### config.mk
export PLATFORM = sky130hd
export DESIGN_NAME = oss_select
export DESIGN_NICKNAME = d
export VERILOG_FILES = /design/src/design/oss_pkg.sv /design/src/design/oss_select.sv
export SDC_FILE = /design/constraint.sdc
export NUM_CORES = 1
export LEC_CHECK = 0
export ABC_AREA = 1
export BUFFER_PORTS_ARGS = -buffer_cell sky130_fd_sc_hd__buf_2
export CAP_MARGIN = 25
export CORE_AREA = 2 2 343 345
export CTS_BUF_LIST = sky130_fd_sc_hd__clkbuf_8
export DETAILED_ROUTE_END_ITERATION = 10
export DIE_AREA = 0 0 345 347
export MAX_ROUTING_LAYER = met4
export PLACE_DENSITY = 0.31
export SLEW_MARGIN = 20
export SYNTH_ARGS = -nofsm -noshare
export SYNTH_HDL_FRONTEND = slang
export SYNTH_SLANG_ARGS = --single-unit
export TNS_END_PERCENT = 5
### constraint.sdc
create_clock -name ref_clk -period 0.8 [get_ports ref_clk]
set_input_delay 0.08 -clock ref_clk [delete_from_list [all_inputs] [get_ports ref_clk]]
set_output_delay 0.08 -clock ref_clk [all_outputs]
set_load 0.05 [all_outputs]
### src/design/oss_pkg.sv
// Package for the operand segment select block: segment codes, reference kinds,
// operand forms and the request/answer structs shared with the decoder.
// Assumes one core clock domain and a decoder that presents one request per cycle.
package oss_pkg;

    // Segment register codes, also the override prefix field encoding
    typedef enum logic [2:0] {
        OSS_SEG_EXTRA = 3'h0,
        OSS_SEG_CODE  = 3'h1,
        OSS_SEG_STACK = 3'h2,
        OSS_SEG_DATA  = 3'h3,
        OSS_SEG_AUXF  = 3'h4,
        OSS_SEG_AUXG  = 3'h5
    } oss_seg_t;

    // Reference kinds presented by the decoder
    typedef enum logic [2:0] {
        OSS_REF_FETCH   = 3'h0,
        OSS_REF_DATA    = 3'h1,
        OSS_REF_PUSHPOP = 3'h2,
        OSS_REF_STRDST  = 3'h3,
        OSS_REF_STRSRC  = 3'h4
    } oss_ref_t;

    // Operating modes
    typedef enum logic [1:0] {
        OSS_MODE_LEGACY = 2'h0,
        OSS_MODE_COMPAT = 2'h1,
        OSS_MODE_LONG   = 2'h2
    } oss_mode_t;

    // Address sizes
    typedef enum logic [1:0] {
        OSS_ASZ_16 = 2'h0,
        OSS_ASZ_32 = 2'h1,
        OSS_ASZ_64 = 2'h2
    } oss_asz_t;

    // General register numbers, first high-byte register, offset and selector widths, immediate limit
    localparam logic [3:0] OSS_GPR_ACC = 4'h0;
    localparam logic [3:0] OSS_GPR_DEXT = 4'h2;
    localparam logic [3:0] OSS_GPR_STACKPTR = 4'h4;
    localparam logic [3:0] OSS_GPR_FRAME = 4'h5;
    localparam logic [2:0] OSS_HIGH_BYTE_FIRST = 3'h4;
    localparam int OSS_OFS16_W = 16;
    localparam int OSS_OFS32_W = 32;
    localparam int OSS_SEL_W = 16;
    localparam logic [63:0] OSS_IMM_MAX = 64'h0000_0000_ffff_ffff;

    // Segment-override prefix bytes
    localparam logic [7:0] OSS_PFX_EXTRA = 8'h26;
    localparam logic [7:0] OSS_PFX_CODE = 8'h2e;
    localparam logic [7:0] OSS_PFX_STACK = 8'h36;
    localparam logic [7:0] OSS_PFX_DATA = 8'h3e;
    localparam logic [7:0] OSS_PFX_AUXF = 8'h64;
    localparam logic [7:0] OSS_PFX_AUXG = 8'h65;

    // Arithmetic opcode classes for the immediate check
    typedef enum logic [1:0] {
        OSS_ARITH_OTHER = 2'h0,
        OSS_ARITH_UDIV  = 2'h1,
        OSS_ARITH_SDIV  = 2'h2
    } oss_arith_t;

    // Request from decoder
    typedef struct packed {
        logic       valid;
        oss_mode_t  mode;
        oss_asz_t   asz;
        oss_ref_t   refKind;
        logic       hasBase;
        logic [3:0] baseReg;
        logic [7:0] firstByte;    // first byte of the instruction
        logic [63:0] effAddr;     // effective address from address generation
        logic       immUsed;
        oss_arith_t arith;
        logic [63:0] immValue;
        logic       pairUsed;
        logic [63:0] pairValue;   // quadword to split over the register pair
        logic       farPtr;
        logic [47:0] farMem;      // 48-bit far pointer image, lowest byte first
        logic       selFromReg;
        logic [15:0] selReg;
        logic [15:0] selMem;
        logic       byteReg;
        logic       extPrefix;
        logic [3:0] byteRegNum;
    } oss_req_t;

    // Answer to address generation
    typedef struct packed {
        logic       valid;
        oss_seg_t   seg;
        logic [63:0] linAddr;
        logic       immIllegal;
        logic [31:0] pairAcc;
        logic [31:0] pairDext;
        logic [31:0] farOffset;
        logic [15:0] selector;
        logic       byteIllegal;
        logic       byteHigh;     // names a legacy high-byte register
    } oss_ans_t;

endpackage : oss_pkg

### src/design/oss_select.sv
// Operand segment select: segment choice, overrides, 64-bit base rules and operand forms.
// Assumes decoder and address generation on ref_clk; one registered answer per request.
// Overview of operation
// - Fetches always use code segment.
// - Stack or frame base selects stack segment.
// - Other data references default to data segment.
// - String destination always uses extra segment.
// - Push and pop always use stack segment.
// - First-byte prefix overrides overridable data segment.
// - Explicit selector: 16 bits, memory or register.
// - Far pointer: offset doubleword then selector word.
// - Offsets 16/32 bits; 64 bits in long mode.
// - Long mode zeroes code/data/extra/stack bases.
// - Long mode keeps auxiliary segment bases.
// - Compatibility mode segments exactly like legacy.
// - Immediates allowed except divides; max doubleword.
// - Pair high half extension, low accumulator.
// - Extension prefix swaps high bytes for low bytes.
`timescale 1ns/1ps
`default_nettype none
module oss_select
    import oss_pkg::*;
(
    input wire logic ref_clk,                   // Core clock, 10 MHz
    input wire logic arst_n,                    // Asynchronous reset, active low
    input wire oss_req_t req,                   // Request from the decoder
    input wire logic [63:0] segBase [6],        // Segment bases indexed by oss_seg_t
    output oss_ans_t ans                        // Registered answer
);

    // Decode the override prefix byte; valid only for the six segment prefixes
    function automatic logic prefix_seg(input logic [7:0] b, output oss_seg_t s);
        s = OSS_SEG_DATA;
        prefix_seg = 1'b1;
        unique case (b)
            OSS_PFX_EXTRA: s = OSS_SEG_EXTRA;
            OSS_PFX_CODE:  s = OSS_SEG_CODE;
            OSS_PFX_STACK: s = OSS_SEG_STACK;
            OSS_PFX_DATA:  s = OSS_SEG_DATA;
            OSS_PFX_AUXF:  s = OSS_SEG_AUXF;
            OSS_PFX_AUXG:  s = OSS_SEG_AUXG;
            default:       prefix_seg = 1'b0;
        endcase
    endfunction

    // Truncate an offset to the address size in force
    function automatic logic [63:0] size_offset(input logic [63:0] ea, input oss_asz_t a, input oss_mode_t m);
        size_offset = {{(64 - OSS_OFS32_W){1'b0}}, ea[OSS_OFS32_W-1:0]};
        if (a == OSS_ASZ_16) begin
            size_offset = {{(64 - OSS_OFS16_W){1'b0}}, ea[OSS_OFS16_W-1:0]};
        end else if (a == OSS_ASZ_64 && m == OSS_MODE_LONG) begin
            size_offset = ea;
        end
    endfunction

    oss_seg_t next_seg;
    logic [63:0] next_lin;
    logic [63:0] offs;
    oss_seg_t pfxSeg;
    logic pfxHit;
    logic stackBase;
    logic bytesIllegal;

    // Segment choice; fixed references never look at the prefix
    always_comb begin
        pfxHit = prefix_seg(req.firstByte, pfxSeg);
        stackBase = req.hasBase && (req.baseReg == OSS_GPR_STACKPTR || req.baseReg == OSS_GPR_FRAME);
        unique case (req.refKind)
            OSS_REF_FETCH:   next_seg = OSS_SEG_CODE;
            OSS_REF_PUSHPOP: next_seg = OSS_SEG_STACK;
            OSS_REF_STRDST:  next_seg = OSS_SEG_EXTRA;
            default: begin
                // Compatibility mode takes the same path as legacy here
                if (pfxHit) begin
                    next_seg = pfxSeg;
                end else if (stackBase) begin
                    next_seg = OSS_SEG_STACK;
                end else begin
                    next_seg = OSS_SEG_DATA;
                end
            end
        endcase
    end

    // Linear address; long mode drops the four flat bases only
    always_comb begin
        offs = size_offset(req.effAddr, req.asz, req.mode);
        if (req.mode == OSS_MODE_LONG && next_seg != OSS_SEG_AUXF && next_seg != OSS_SEG_AUXG) begin
            next_lin = offs;
        end else begin
            next_lin = offs + segBase[next_seg];
        end
    end

    // Byte register legality: numbers above 7 are legal only with the extension prefix in long mode
    always_comb begin
        bytesIllegal = 1'b0;
        if (req.byteReg && req.mode == OSS_MODE_LONG) begin
            if (req.extPrefix) begin
                bytesIllegal = 1'b0;
            end else begin
                bytesIllegal = req.byteRegNum > 4'h7;
            end
        end else if (req.byteReg) begin
            bytesIllegal = req.byteRegNum > 4'h7;
        end
    end

    // Segment and address part of the answer
    always_ff @(posedge ref_clk or negedge arst_n) begin
        if (!arst_n) begin
            ans.valid <= 1'b0;
            ans.seg <= OSS_SEG_DATA;
            ans.linAddr <= 64'h0;
        end else begin
            ans.valid <= req.valid;
            ans.seg <= next_seg;
            ans.linAddr <= next_lin;
        end
    end

    // Operand form part of the answer
    always_ff @(posedge ref_clk or negedge arst_n) begin
        if (!arst_n) begin
            ans.immIllegal <= 1'b0;
            ans.pairAcc <= 32'h0;
            ans.pairDext <= 32'h0;
            ans.farOffset <= 32'h0;
            ans.selector <= 16'h0;
            ans.byteIllegal <= 1'b0;
            ans.byteHigh <= 1'b0;
        end else begin
            ans.immIllegal <= req.immUsed && (req.arith != OSS_ARITH_OTHER || req.immValue > OSS_IMM_MAX);
            ans.pairAcc <= req.pairUsed ? req.pairValue[31:0] : 32'h0;
            ans.pairDext <= req.pairUsed ? req.pairValue[63:32] : 32'h0;
            ans.farOffset <= req.farPtr ? req.farMem[31:0] : 32'h0;
            if (req.farPtr) begin
                ans.selector <= req.farMem[47:32];
            end else begin
                ans.selector <= req.selFromReg ? req.selReg : req.selMem;
            end
            ans.byteIllegal <= bytesIllegal;
            ans.byteHigh <= req.byteReg && !req.extPrefix && req.byteRegNum[2:0] >= OSS_HIGH_BYTE_FIRST
                            && req.byteRegNum[3] == 1'b0;
        end
    end

    // Checks beside the logic
    property p_fetch_code;
        @(posedge ref_clk) disable iff (!arst_n)
        req.valid && req.refKind == OSS_REF_FETCH |=> ans.seg == OSS_SEG_CODE;
    endproperty
    a_fetch_code: assert property (p_fetch_code) else $error("fetch not on code segment");

    property p_stack_base;
        @(posedge ref_clk) disable iff (!arst_n)
        req.valid && req.refKind == OSS_REF_DATA && stackBase && !pfxHit |=> ans.seg == OSS_SEG_STACK;
    endproperty
    a_stack_base: assert property (p_stack_base) else $error("stack base not on stack segment");

    property p_data_default;
        @(posedge ref_clk) disable iff (!arst_n)
        req.valid && req.refKind == OSS_REF_DATA && !stackBase && !pfxHit |=> ans.seg == OSS_SEG_DATA;
    endproperty
    a_data_default: assert property (p_data_default) else $error("data default wrong");

    property p_strdst;
        @(posedge ref_clk) disable iff (!arst_n)
        req.valid && req.refKind == OSS_REF_STRDST |=> ans.seg == OSS_SEG_EXTRA;
    endproperty
    a_strdst: assert property (p_strdst) else $error("string destination not on extra segment");

    property p_pushpop;
        @(posedge ref_clk) disable iff (!arst_n)
        req.valid && req.refKind == OSS_REF_PUSHPOP |=> ans.seg == OSS_SEG_STACK;
    endproperty
    a_pushpop: assert property (p_pushpop) else $error("push or pop not on stack segment");

    property p_override;
        @(posedge ref_clk) disable iff (!arst_n)
        req.valid && req.refKind == OSS_REF_DATA && req.firstByte == OSS_PFX_AUXG |=> ans.seg == OSS_SEG_AUXG;
    endproperty
    a_override: assert property (p_override) else $error("override prefix not applied");

    property p_flat;
        @(posedge ref_clk) disable iff (!arst_n)
        req.valid && req.mode == OSS_MODE_LONG && req.asz == OSS_ASZ_64 && req.refKind == OSS_REF_FETCH
        |=> ans.linAddr == $past(req.effAddr);
    endproperty
    a_flat: assert property (p_flat) else $error("long mode base not zero");

    property p_pair;
        @(posedge ref_clk) disable iff (!arst_n)
        req.valid && req.pairUsed |=> {ans.pairDext, ans.pairAcc} == $past(req.pairValue);
    endproperty
    a_pair: assert property (p_pair) else $error("register pair halves swapped");

    property p_div_imm;
        @(posedge ref_clk) disable iff (!arst_n)
        req.valid && req.immUsed && req.arith == OSS_ARITH_SDIV |=> ans.immIllegal;
    endproperty
    a_div_imm: assert property (p_div_imm) else $error("divide immediate accepted");

    property p_imm_ok;
        @(posedge ref_clk) disable iff (!arst_n)
        req.valid && req.immUsed && req.arith == OSS_ARITH_OTHER && req.immValue <= OSS_IMM_MAX |=> !ans.immIllegal;
    endproperty
    a_imm_ok: assert property (p_imm_ok) else $error("legal immediate refused");

    property p_aux_long;
        @(posedge ref_clk) disable iff (!arst_n)
        req.valid && req.mode == OSS_MODE_LONG && req.asz == OSS_ASZ_64 && req.refKind == OSS_REF_DATA
        && req.firstByte == OSS_PFX_AUXF |=> ans.linAddr == $past(req.effAddr + segBase[OSS_SEG_AUXF]);
    endproperty
    a_aux_long: assert property (p_aux_long) else $error("auxiliary base dropped in long mode");

    property p_far;
        @(posedge ref_clk) disable iff (!arst_n)
        req.valid && req.farPtr |=> ans.farOffset == $past(req.farMem[31:0]) && ans.selector == $past(req.farMem[47:32]);
    endproperty
    a_far: assert property (p_far) else $error("far pointer split wrong");

    property p_byte_ext;
        @(posedge ref_clk) disable iff (!arst_n)
        req.valid && req.byteReg && req.mode == OSS_MODE_LONG && req.extPrefix |=> !ans.byteHigh && !ans.byteIllegal;
    endproperty
    a_byte_ext: assert property (p_byte_ext) else $error("byte register wrong with extension prefix");

endmodule // oss_select
`default_nettype wire

; ---- After elaboration in Yosys (flattened, before gate mapping)
; Cells that the tools add are included.
[classes]
bitwise_logic = 2
n_eq_ne = 14
n_reduce_logical = 16
order_cmp = 4
add_sub_neg = 1
n_mux = 19
[op_table]
columns = operator, n
row1 = 2-to-1 mux 64 bit, 5
row2 = binary-select mux 64 bit (select 3 bit), 1
row3 = 2-to-1 mux 32 bit, 3
row4 = adder 64 bit, 1
row5 = "greater-than comparator 64 x 32 -> 1 bit, second input constant", 1
row6 = "== test 8 x 6 -> 1 bit, second input constant", 4
row7 = 2-to-1 mux 16 bit, 2
row8 = "== test 8 x 7 -> 1 bit, second input constant", 2
row9 = one-hot mux 3 bit (5 select lines), 1
row10 = logical AND 1 bit, 9
row11 = one-hot mux 3 bit (3 select lines), 1
row12 = "== test 4 x 3 -> 1 bit, second input constant", 2
row13 = "== test 3 x 2 -> 1 bit, second input constant", 2
row14 = "inequality test 3 bit, second input constant", 2
row15 = OR reduction 6 bit, 1
row16 = 2-to-1 mux 1 bit, 5
row17 = "== test 2 bit, second input constant", 2
row18 = "greater-or-equal comparator 4 bit, second input constant", 1
row19 = "greater-than comparator 4 x 3 -> 1 bit, second input constant", 1
row20 = inverter 3 -> 4 bit, 1
row21 = "greater-or-equal comparator 3 bit, second input constant", 1
row22 = zero test 3 bit, 1
row23 = 2-to-1 mux 3 bit, 1
row24 = zero test 2 bit, 1
row25 = 4 further kinds, 5
[totals]
output_inout_bits = 183
register_bits = 183
input_bits = 691

; ---- Logic depth before layout (Yosys ltp)
; Gate-level depths: netlist of the first run.
[logic_depth]
word_depth = 12
ltp_mapped = 33
ltp_nobuf = 32

; ---- Worst setup path before layout of the first run
; OpenSTA, ideal clock, no wires.
[synth_timing]
path_type = in2reg
from = in req[289] (netlist name)
to = reg ans[163] (netlist name)
path_stages = 33
arrival_time_ns = 3.128
t_required_ns = 0.682
slack_ns = -2.446
n_path_buf = 2
path_cell_list = inv_1 -> nor2_2 -> nand2_1 -> nor2_2 -> nand2_1 -> nand2_1 -> inv_1 -> nand3_2 -> nand2_2 -> inv_2 -> buf_6 -> buf_6 -> nand2_1 -> nand3_1 -> o221ai_1 -> o21ai_1 -> ha_1 -> inv_1 -> fa_1 -> inv_1 -> nand3_1 -> nand2_1 -> a21oi_1 -> o21ai_0 -> nand2_1 -> nand2_1 -> nand3_1 -> nand2_1 -> nand2_1 -> nand2_1 -> nand2_1 -> nand3_1 -> nand2_1
[synth_via]
elab_chain_len = 11
[synth_lines]
columns = item, line
row1 = "start, declared", oss_select.sv:26  ; input wire oss_req_t req,
row2 = == test 8 x 7 -> 1 bit or == test 8 x 6 -> 1 bit (tied branches), oss_select.sv:35  ; unique case (b)
row3 = OR reduction 6 bit (no line), -
row4 = 2-to-1 mux 1 bit, oss_select.sv:35
row5 = 2-to-1 mux 3 bit *, oss_select.sv:74  ; if (pfxHit) begin
row6 = one-hot mux 3 bit (3 select lines) *, oss_select.sv:68  ; unique case (req.refKind)
row7 = inverter 3 -> 4 bit (implied by the code), oss_select.sv:91  ; next_lin = offs + segBase[next_seg];
row8 = binary-select mux 64 bit (select 3 bit), oss_select.sv:91
row9 = 2-to-1 mux 64 bit (implied by the code) (2 in series), oss_select.sv:91
row10 = adder 64 bit, oss_select.sv:91
row11 = 2-to-1 mux 64 bit *, oss_select.sv:88  ; if (req.mode == OSS_MODE_LONG && next_seg != OSS_SEG_AUXF && next_seg != OSS_SEG_AUXG) begin
row12 = net next_lin[48], oss_select.sv:57  ; logic [63:0] next_lin;
row13 = "end, declared", oss_select.sv:28  ; output oss_ans_t ans
; The timed path passes the listed nets; every way through them passes the cells marked *. The select of a mux whose other input is x is not followed.

; ---- Worst setup path after layout of the first run
[layout_timing]
from = in req[286] (netlist name)
to = reg ans[169] (netlist name)
; Same word-level chain as after synthesis.

==> impl_results.md, run 1 <==
- Most frequent cell after synthesis: nand2_1
- Slew headroom: 63.8%
- Placed cells: between 4000 and 5000
- Fin Setup TNS: -223.39 ns
- Crit path time final: 3.10 ns
- Post-Syn Instances: around 2200
- IO buf count: 838
- Switching power total: 0.0228 W
- Vias in the first global route: 22200
- Mapped Area: 0.0145 sq mm
- WHS: -0.225 ns
- H-Tree Depth: 4
- Overall Power: roughly 0.05 W
- Clock Sinks: 183
- First-pass GRT wire length: 150 mm
- Slew @ Worst Pin: 0.541 ns
- Main flop type after synthesis: dfrtp_1
- Deepest clock path buffer count: 2
- Core Box Area: between 0.1 and 0.15 sq mm
- Layout Nets: 4620
- Worst path bufs/invs: 12
- # fillers: 12700
- EDFF count, synth: 0
- Fin crit share: 387%
- CP dominant cell by count: buf_4
- Synth Register Bits: 183
- Clock share of power: 14.9%
- Vias: roughly 21000
- Root buffer cell: clkbuf_8
- Violated checks: hold timing, setup timing
- Comb power frac: 62.4%
- Largest reg by FF count: ans
- Worst hold path class: input port to register
- Die Height: 347 microns
- Sw Share: 45.6%
- Pwr/cell area: around 1500 mW/mm^2
- Overflow after GRT: 0
- Initial drt markers: between 900 and 1000
- Max reg flops: between 150 and 200
- Area leader, netlist: dfrtp_1
- Worst Setup Path Type: input port to register
- Post-Layout Cell Count: 5420
- Share of power burned in registers: 22.7%
- Internal: 0.0272 W
- RD Place Congestion: 0.865
- Top post-synthesis cells by area: dfrtp_1, nand2_1, inv_1
- Fin. Hold Viols: 39
- Syn_nets: 2999
- GRT Util Overall: 17.8%
- CP delay by family, top: buffers and inverters
- Clock slew at reported path FFs: 0.13 ns
- Worst Hold Depth: 3
- CTS tree: yes
- Layout cells sized above 1: 52.9%
- Distinct cell type count after synthesis: 42
- Synth Warn #: 0
- Post-synth top cells: nand2_1, inv_1, nand3_1, dfrtp_1, nor2_1
- Fmax: 0.323 GHz
- Synth-to-Final Area Change: 130%
- WL final: around 110 mm
- Storage cell area: around 0.0046 sq mm
- Startpoint Class: input port
- Initial antenna violation count: 32
- WL/cell: 19.9 microns
- Pleak: 16.5 nW
- CTS buffer count: 17
- Post-route ant nets: 0
- Largest net degree at the start of global routing: 47
- Hold buffers post-CTS: around 270
- Slowest cell on crit path: ha_4
- Footprint of the multi-input gates: 0.0116 sq mm
- Synth async-reset ratio: 100%
- Post-synthesis sequential area ratio: 31.7%
- Worst VDD drop: 1.09 mV
- Max Fanout on Critical Path: 17
- Worst EP required: 1.32 ns
- Slew Limit Fails: 0
- Drt first pass iters: 5
- WP data arrival: around 3.6 ns
- Crit. End Element: register
- Max Cap Viol: 0
- Hpwl dp: about 90 mm
- Crit-path max cell delay: 0.23 ns
- Drt drc: 0
- Via-to-Cell Ratio: between 3 and 4
- Biggest registers after layout: ans (183)
- # setup viols final: about 330
- Die footprint: ~0.12 sq mm
- Status: finished with violations
- Min-Delay Startpoint: req[265]
- Syn Area/Cell: 6.46 sq um
- Ports: approximately 900
- Die W: 345 microns
- WHS Endpoint: ans[160]
- Unrepaired setup endpoints after global routing: yes
- Final worst setup slack: -2.30 ns
- Site Rows: ~130
- Synth top area share: 31.3%
- Initial Util: 12.5%
-- power by group through the flow --
stage,Clock (W),Combinational (W),Sequential (W)
global placement,0,0.0246,0.0115
floorplan,0,0.00647,0.0152
detailed placement,0,0.0244,0.0115
global route,0.00817,0.0333,0.0115
finish,0.00745,0.0312,0.0113
CTS,0.00797,0.0282,0.0114
-- cell usage in the layout (no fill, tap or decap), types with 16 or more instances in the layout --
| cell type | n |
|---|---|
| nand3_1 | 135 |
| nand2_4 | 30 |
| nor2_4 | 41 |
| nand3_2 | 53 |
| dfrtp_1 | 172 |
| nand4_1 | 19 |
| dlygate4sd3_1 | 259 |
| inv_1 | 255 |
| a21oi_4 | 21 |
| clkbuf_8 | 18 |
| buf_6 | 113 |
| buf_12 | 85 |
| o21ai_1 | 89 |
| o21ai_0 | 16 |
| diode_2 | 23 |
| nand2_2 | 69 |
| nor2_1 | 102 |
| a21oi_1 | 63 |
| o21ai_2 | 65 |
| nor2_2 | 34 |
| o221ai_1 | 26 |
| buf_4 | 494 |
| buf_2 | 718 |
| inv_2 | 39 |
| nand2_1 | 603 |
| o221ai_2 | 29 |
| a21oi_2 | 48 |
| ha_4 | 52 |
-- area by class of cell --
type	instances	area share (%)
Timing Repair Buffer	1702	40.6
Clock buffer	17	0.703
Antenna cell	23	0.173
Multi-Input combinational cell	1656	34.9
Inverter	300	3.47
Tap cell	1524	5.73
Clock inverter	15	0.620
Sequential cell	183	13.8
-- logic make-up after synthesis --
logic type	share of synthesized area, %
buffers and inverters	11.2
xor gates and xnor gates	2.30
adders and majority gates	6.02
DFF	31.7
AOI/OAI and AO/OA	16.9
and+or+nand+nor	32.0
-- layer usage --
| layer | share of wire, % | vias up | GRT usage [%] |
|---|---|---|---|
| met4 | 2.2 | 0 | 5.50 |
| met1 | 41 | 9909 | 19.8 |
| met5 | 0 | - | - |
| li1 | - | 10600 | - |
| met2 | 52 | 657 | 31.4 |
| met3 | 5.4 | 80 | 4.08 |
-- worst max-delay path by stage --
stage                        start  cells after the start       end  slack, ns
after floorplan           req[285]                     31  ans[151]      -2.33
after global placement    req[288]                     30  ans[166]      -3.65
after detailed placement  req[284]                     30  ans[166]      -3.56
after CTS                 req[288]                     30  ans[172]      -2.34
after global routing      req[285]                     28  ans[169]      -2.44
final                     req[286]                     27  ans[169]      -2.30
-- metrics by stage --
stage / util, % / instance area [sq um] / setup slack [ns]
floorplan: - / 14500 / -2.33
global placement: 21.6 / 25000 / -3.65
detailed placement: 21.6 / 25000 / -3.56
CTS: 26.3 / 30500 / -2.34
global route: 28.7 / 33300 / -2.44
finish: 28.7 / 33300 / -2.30
-- repair_timing --
| item | in CTS | in global routing |
|---|---|---|
| endpoints found under the setup margin | 247 | 347 |
| hold endpoints to repair | 359 | 39 |
| pin swaps | 75 | 156 |
| cloned | 5 | 6 |
| setup buffers | 33 | 59 |
| resized for setup | 493 | 530 |
(Power assumes the default switching activity.)
==> run 2: changes to the inputs <==
ABC_AREA = 0   (was 1)
CAP_MARGIN = 20   (was 25)
CORE_AREA = 2 2 336 338   (was 2 2 343 345)
DIE_AREA = 0 0 338 340   (was 0 0 345 347)
SLEW_MARGIN = unset   (was 20)
==> impl_results.md, run 2 <==
- Status: finished with violations
- Violated checks: hold timing, setup timing
- Most frequent cell after synthesis: dfrtp_1
- Xor/xnor cell area share of the yosys netlist: 4.16%
- Startpoint Class: input port
- Vias: approximately 16000
- Synth async-reset ratio: 100%
- Site Rows: about 120
- Core Box Area: 0.112 sq mm
- Post-route ant nets: 0
- Max reg flops: ~180
- M1 wire length: 34.9 mm
- DR top layer: met4
- Syn Area/Cell: 9.56 sq um
- Clock Sinks: 183
- Initial Util: between 10% and 20%
- Max Fanout on Critical Path: 6
- Synth Area in Adders: under 10%
- Largest reg by FF count: ans
- CTS buffer count: 17
- Drt first pass iters: 5
- First-pass GRT wire length: 116 mm
- Synth Area in Simple Gates: 17.3%
- Distinct cell type count after synthesis: 78
- Slew Limit Fails: 0
- Largest net degree at the start of global routing: 45
- Layout Nets: around 3500
- Crit. End Element: register
- CP delay by family, top: compound AO/OA/AOI/OAI gates
- Initial antenna violation count: 57
- Post-Syn Instances: 1388
- Final core occ: 24.2%
- Layout cells sized above 1: 55.2%
- Met3 routed WL: between 6 and 7 mm
- Fmax: 0.237 GHz
- Post-synthesis sequential area ratio: 34.5%
- Overflow after GRT: 0
- Worst EP required: 1.27 ns
- Worst VDD drop: 1.11 mV
- Synth Register Bits: 183
- Top post-synthesis cells by area: dfrtp_1, mux4_2, ha_1
- IO buf count: 838
- Post-synth top cells: dfrtp_1, nand2_1, and2_1, a21oi_1, o21ai_0
- Crit path time final: 4.21 ns
- # setup viols final: ~250
- Final worst setup slack: -3.41 ns
- Worst hold path class: input port to register
- Biggest registers after layout: ans (183)
- Die footprint: 0.115 sq mm
- CTS tree: yes
- Met2 WL: between 40 and 50 mm
- Critical Path Source: req[291]
- Slew headroom: 61.9%
- Synth Warn #: 0
- Main flop type after synthesis: dfrtp_1
- Deepest clock path buffer count: 2
- Worst Setup Path Type: input port to register
- Pleak: 13.3 nW
- CP dominant cell by count: buf_4
- Fin. Hold Viols: 42
- Via-to-Cell Ratio: 3.66
- Syn_nets: 2148
- H-Tree Depth: 4
- Hold buffers post-CTS: 173
- Initial drt markers: 476
- Die W: 338 microns
- Drt drc: 0
- Largest family of logic cells by synthesized area: simple AND/OR/NAND/NOR gates
- Die Height: between 300 and 400 microns
- Mapped Area: 0.0133 sq mm
- Synth top area share: between 30% and 40%
- Clock slew at reported path FFs: 0.11 ns
- WHS: -0.191 ns
- WP data arrival: 4.68 ns
- WL final: 83.7 mm
- GRT Util Overall: 14.5%
- Area leader, netlist: dfrtp_1
- Hpwl dp: between 70 and 80 mm
- Most common cell after layout, fill and taps aside: buf_2
- Multiplexer share of the synthesized area: 16.8%
- Post-synthesis compound-gate area fraction: 17.2%
- Unrepaired setup endpoints after global routing: yes
- Worst path bufs/invs: 8
- Synth-to-Final Area Change: 104%
- Max Cap Viol: 0
- Vias in the first global route: 17000
- Fin crit share: 526%
- Slowest cell on crit path: mux4_2
- Crit-path max cell delay: 0.48 ns
- Pwr/cell area: 1490 mW/mm^2
- EDFF count, synth: 0
- Min-Delay Startpoint: req[220]
- Slew @ Worst Pin: 0.565 ns
- RD Place Congestion: 0.822
- Root buffer cell: clkbuf_8
- WL/cell: ~19 microns
- Ports: 874
- Most frequent cells in the layout: buf_2, buf_4, buf_6
-- run 2: changes by cell type in the layout (fill, tap and decap cells not counted), moves of 57 or more --
| cell | before | now |
|---|---|---|
| buf_6 | 113 | 187 |
| mux4_2 | 0 | 62 |
| inv_1 | 255 | 17 |
| dlygate4sd3_1 | 259 | 173 |
| nand3_1 | 135 | 11 |
| o21ai_0 | 16 | 73 |
| buf_4 | 494 | 366 |
| and2_1 | 0 | 130 |
| nand2_2 | 69 | 11 |
| mux2i_1 | 0 | 79 |
| buf_2 | 718 | 649 |
| nand2_1 | 603 | 142 |
-- run 2: area by class of cell --
cell class	count	area (sq um)
well taps	1500	1880
diodes	31	77.6
clock buffers	17	234
multi-input cells	1102	9050
clock inverters	15	163
inverters	19	96.3
repair buffers	1432	11000
fillers	12200	84500
flip-flops and latches	183	4580
-- run 2: worst paths after layout --
path,cells after the start,end
worst max-delay path,27,ans[174]
worst min-delay path,3,ans[115]
max in group asynchronous,3,ans[180]
min in group asynchronous,2,ans[48]
-- run 2: cell families (layout without fill, tap and decap cells) --
logic type,count (synthesis),in the layout
other,0,31
xor gates and xnor gates,63,63
muxes,145,145
buffers and inverters,103,1483
DFF,183,183
and+or+nand+nor,459,459
AOI/OAI and AO/OA,366,366
adders and majority gates,69,69
-- run 2: what timing repair did --
item | CTS | global route
gates cloned | 2 | 0
pin swaps | 76 | 94
gates resized for setup | 456 | 138
setup endpoints to repair | 249 | 253
hold endpoints to repair | 358 | 52
setup buffers | 28 | 37
-- run 2: worst min-delay path: stages --
cell,delay (ns)
buf_2,0.12
nand2_1,0.06
nand2_2,0.08
-- run 2: metrics by stage --
stage          instance area, sq um  setup slack, ns  cells  power [W]  setup TNS [ns]
2_1_floorplan                 13300            -3.46   1388     0.0207         -188.65
3_5_place_dp                  22300            -4.38   4002     0.0300         -235.13
5_1_grt                       27000            -3.55   4297     0.0429         -280.17
6_report                      27100            -3.41   4299     0.0403         -256.36
4_1_cts                       26200            -3.39   4235     0.0405         -271.06
3_3_place_gp                  22300            -4.36   4002     0.0301         -237.41
-- run 2: where the power goes --
| part | internal, W | switching [W] |
|---|---|---|
| clock network | 0.00257 | 0.00451 |
| registers | 0.0103 | 0.000668 |
| logic | 0.0105 | 0.0117 |
| total | 0.0234 | 0.0169 |
-- run 2: routing by layer --
| layer | GRT usage, % | vias to the layer above |
|---|---|---|
| met2 | 24.8 | 573 |
| met3 | 5.34 | 64 |
| met4 | 3.03 | 0 |
| li1 | - | 7738 |
| met5 | - | - |
| met1 | 16.2 | 7350 |
==> run 3: changes to the inputs <==
CTS_CLUSTER_DIAMETER = 80   (was unset)
HOLD_SLACK_MARGIN = 0.15   (was unset)
==> impl_results.md, run 3 (synthesis results as in run 2) <==
- Drt drc: 0
- Drt first pass iters: 5
- Clock Sinks: 183
- WL/cell: 19.4 microns
- Slew headroom: 61.9%
- Violated checks: hold timing, setup timing
- Worst hold path class: input port to register
- Area after DPL: 0.0223 sq mm
- Met2 GRT Util: 24.8%
- Most frequent cells in the layout: buf_2, buf_4, buf_6
- Critical Path Source: req[291]
- Crit path time final: 4.21 ns
- Deepest clock path buffer count: 2
- Vias: 15700
- Finished Cell Area: 0.0271 sq mm
- Initial Util: between 10% and 20%
- Pleak: 13.3 nW
- Synth-to-Final Area Change: 104%
- Post-route ant nets: 0
- Worst slack, placed: -4.38 ns
- Max Fanout on Critical Path: 6
- Post-Layout Cell Count: approximately 4300
- CTS tree: yes
- Core Box Area: 0.112 sq mm
- Initial antenna violation count: between 50 and 60
- H-Tree Depth: 4
- Placed cells: 4002
- WL final: around 84 mm
- Site Rows: approximately 120
- Overall Power: ~0.040 W
- Fin. Hold Viols: 41
- Die Height: 340 microns
- Max reg flops: between 150 and 200
- Fin crit share: 526%
- Fmax: 0.238 GHz
- Slew @ Worst Pin: about 0.56 ns
- CTS buffer count: 17
- Vias in the first global route: around 17000
- # setup viols final: 254
- Hold buffers post-CTS: 174
- Root buffer cell: clkbuf_8
- Most common cell after layout, fill and taps aside: buf_2
- First-pass GRT wire length: 116 mm
- Die W: 338 microns
- Worst EP required: 1.27 ns
- Worst Setup Path Type: input port to register
- WP data arrival: 4.68 ns
- WHS: -0.195 ns
- RD Place Congestion: 0.822
- Max Cap Viol: 0
- Initial drt markers: 458
- Met1 Use GR: 16.2%
- Largest reg by FF count: ans
- GRT Util Overall: 14.5%
- Startpoint Class: input port
- Slew Limit Fails: 0
- Status: finished with violations
- Layout cells sized above 1: 55.2%
- Biggest registers after layout: ans (183)
- Worst VDD drop: 1.12 mV
- Met3 Resource Use GR: 5.34%
- GRT busiest layer: met2
- Min-Delay Startpoint: req[220]
- Overflow after GRT: 0
- Largest net degree at the start of global routing: 45
- Layout Nets: 3516
- Die footprint: 0.115 sq mm
- Unrepaired setup endpoints after global routing: yes
- IO buf count: ~840
- Pwr/cell area: 1490 mW/mm^2
- Crit. End Element: register
- Clock slew at reported path FFs: 0.11 ns
- Final worst setup slack: -3.41 ns
- Ports: 874
- Hpwl dp: 70.9 mm
- Via-to-Cell Ratio: 3.65
run 3: cell count changes in the layout (fill, tap and decap cells not counted):
cell and delta:
diode_2 +1, dlygate4sd3_1 +1
run 3: worst paths after layout:
check | end | slack (ns) | cells after the start
min in group asynchronous | ans[46] | -0.04 | 2
max in group asynchronous | ans[180] | 0.31 | 3
min | ans[115] | -0.20 | 3
max | ans[174] | -3.41 | 27
run 3: final cells by class:
type,count,area (sq um)
antenna,32,80.1
clock buffer,17,234
clock inverter,15,163
fill,12200,84500
inverter,19,96.3
multi-input combinational,1102,9050
sequential,183,4580
tap,1500,1880
timing repair buffer,1433,11000
run 3: layer usage:
layer  vias to the layer above  share of wire, %
met5                         -                 0
met4                         0               1.4
met3                        67               7.4
met2                       572                49
met1                      7327                42
li1                       7746                 -
run 3: power breakdown:
part	switching [W]	total (W)	internal, W	leakage, nW
sequential	0.000671	0.0110	0.0103	2.27
combinational	0.0117	0.0222	0.0105	10.9
clock	0.00452	0.00710	0.00257	0.197
total	0.0169	0.0403	0.0234	13.3
run 3: timing repair:
| item | CTS | global route |
|---|---|---|
| gates cloned | 2 | 0 |
| endpoints found under the hold margin | 364 | 62 |
| pin swaps | 76 | 93 |
| setup buffers | 28 | 37 |
| gates resized for setup | 456 | 138 |
| setup endpoints to repair | 249 | 253 |
run 3: worst max-delay path, stage by stage:
cell and delay (ns):
buf_6 0.09, nand3b_1 0.28, buf_4 0.23, o22ai_2 0.11, a21oi_2 0.06, a2bb2oi_4 0.19
buf_12 0.17, buf_4 0.12, mux4_2 0.48, nand2_1 0.08, o21ai_1 0.07, buf_4 0.18
ha_4 0.17, buf_4 0.13, a21oi_2 0.12, nor2b_2 0.05, a311o_2 0.35, a21oi_4 0.23
o41ai_4 0.15, a211oi_4 0.29, buf_12 0.16, o21ai_4 0.09, a21oi_4 0.26, buf_6 0.14
o31ai_2 0.05, xor2_1 0.14, a22o_1 0.20
run 3: through the flow:
step / util (%) / hold slack, ns / setup TNS, ns
floorplan: - / -0.216 / -188.65
global placement: 20.0 / -0.0103 / -237.41
detailed placement: 20.0 / -0.0143 / -235.13
CTS: 23.5 / -0.275 / -271.06
global route: 24.3 / -0.250 / -280.17
finish: 24.3 / -0.195 / -256.40
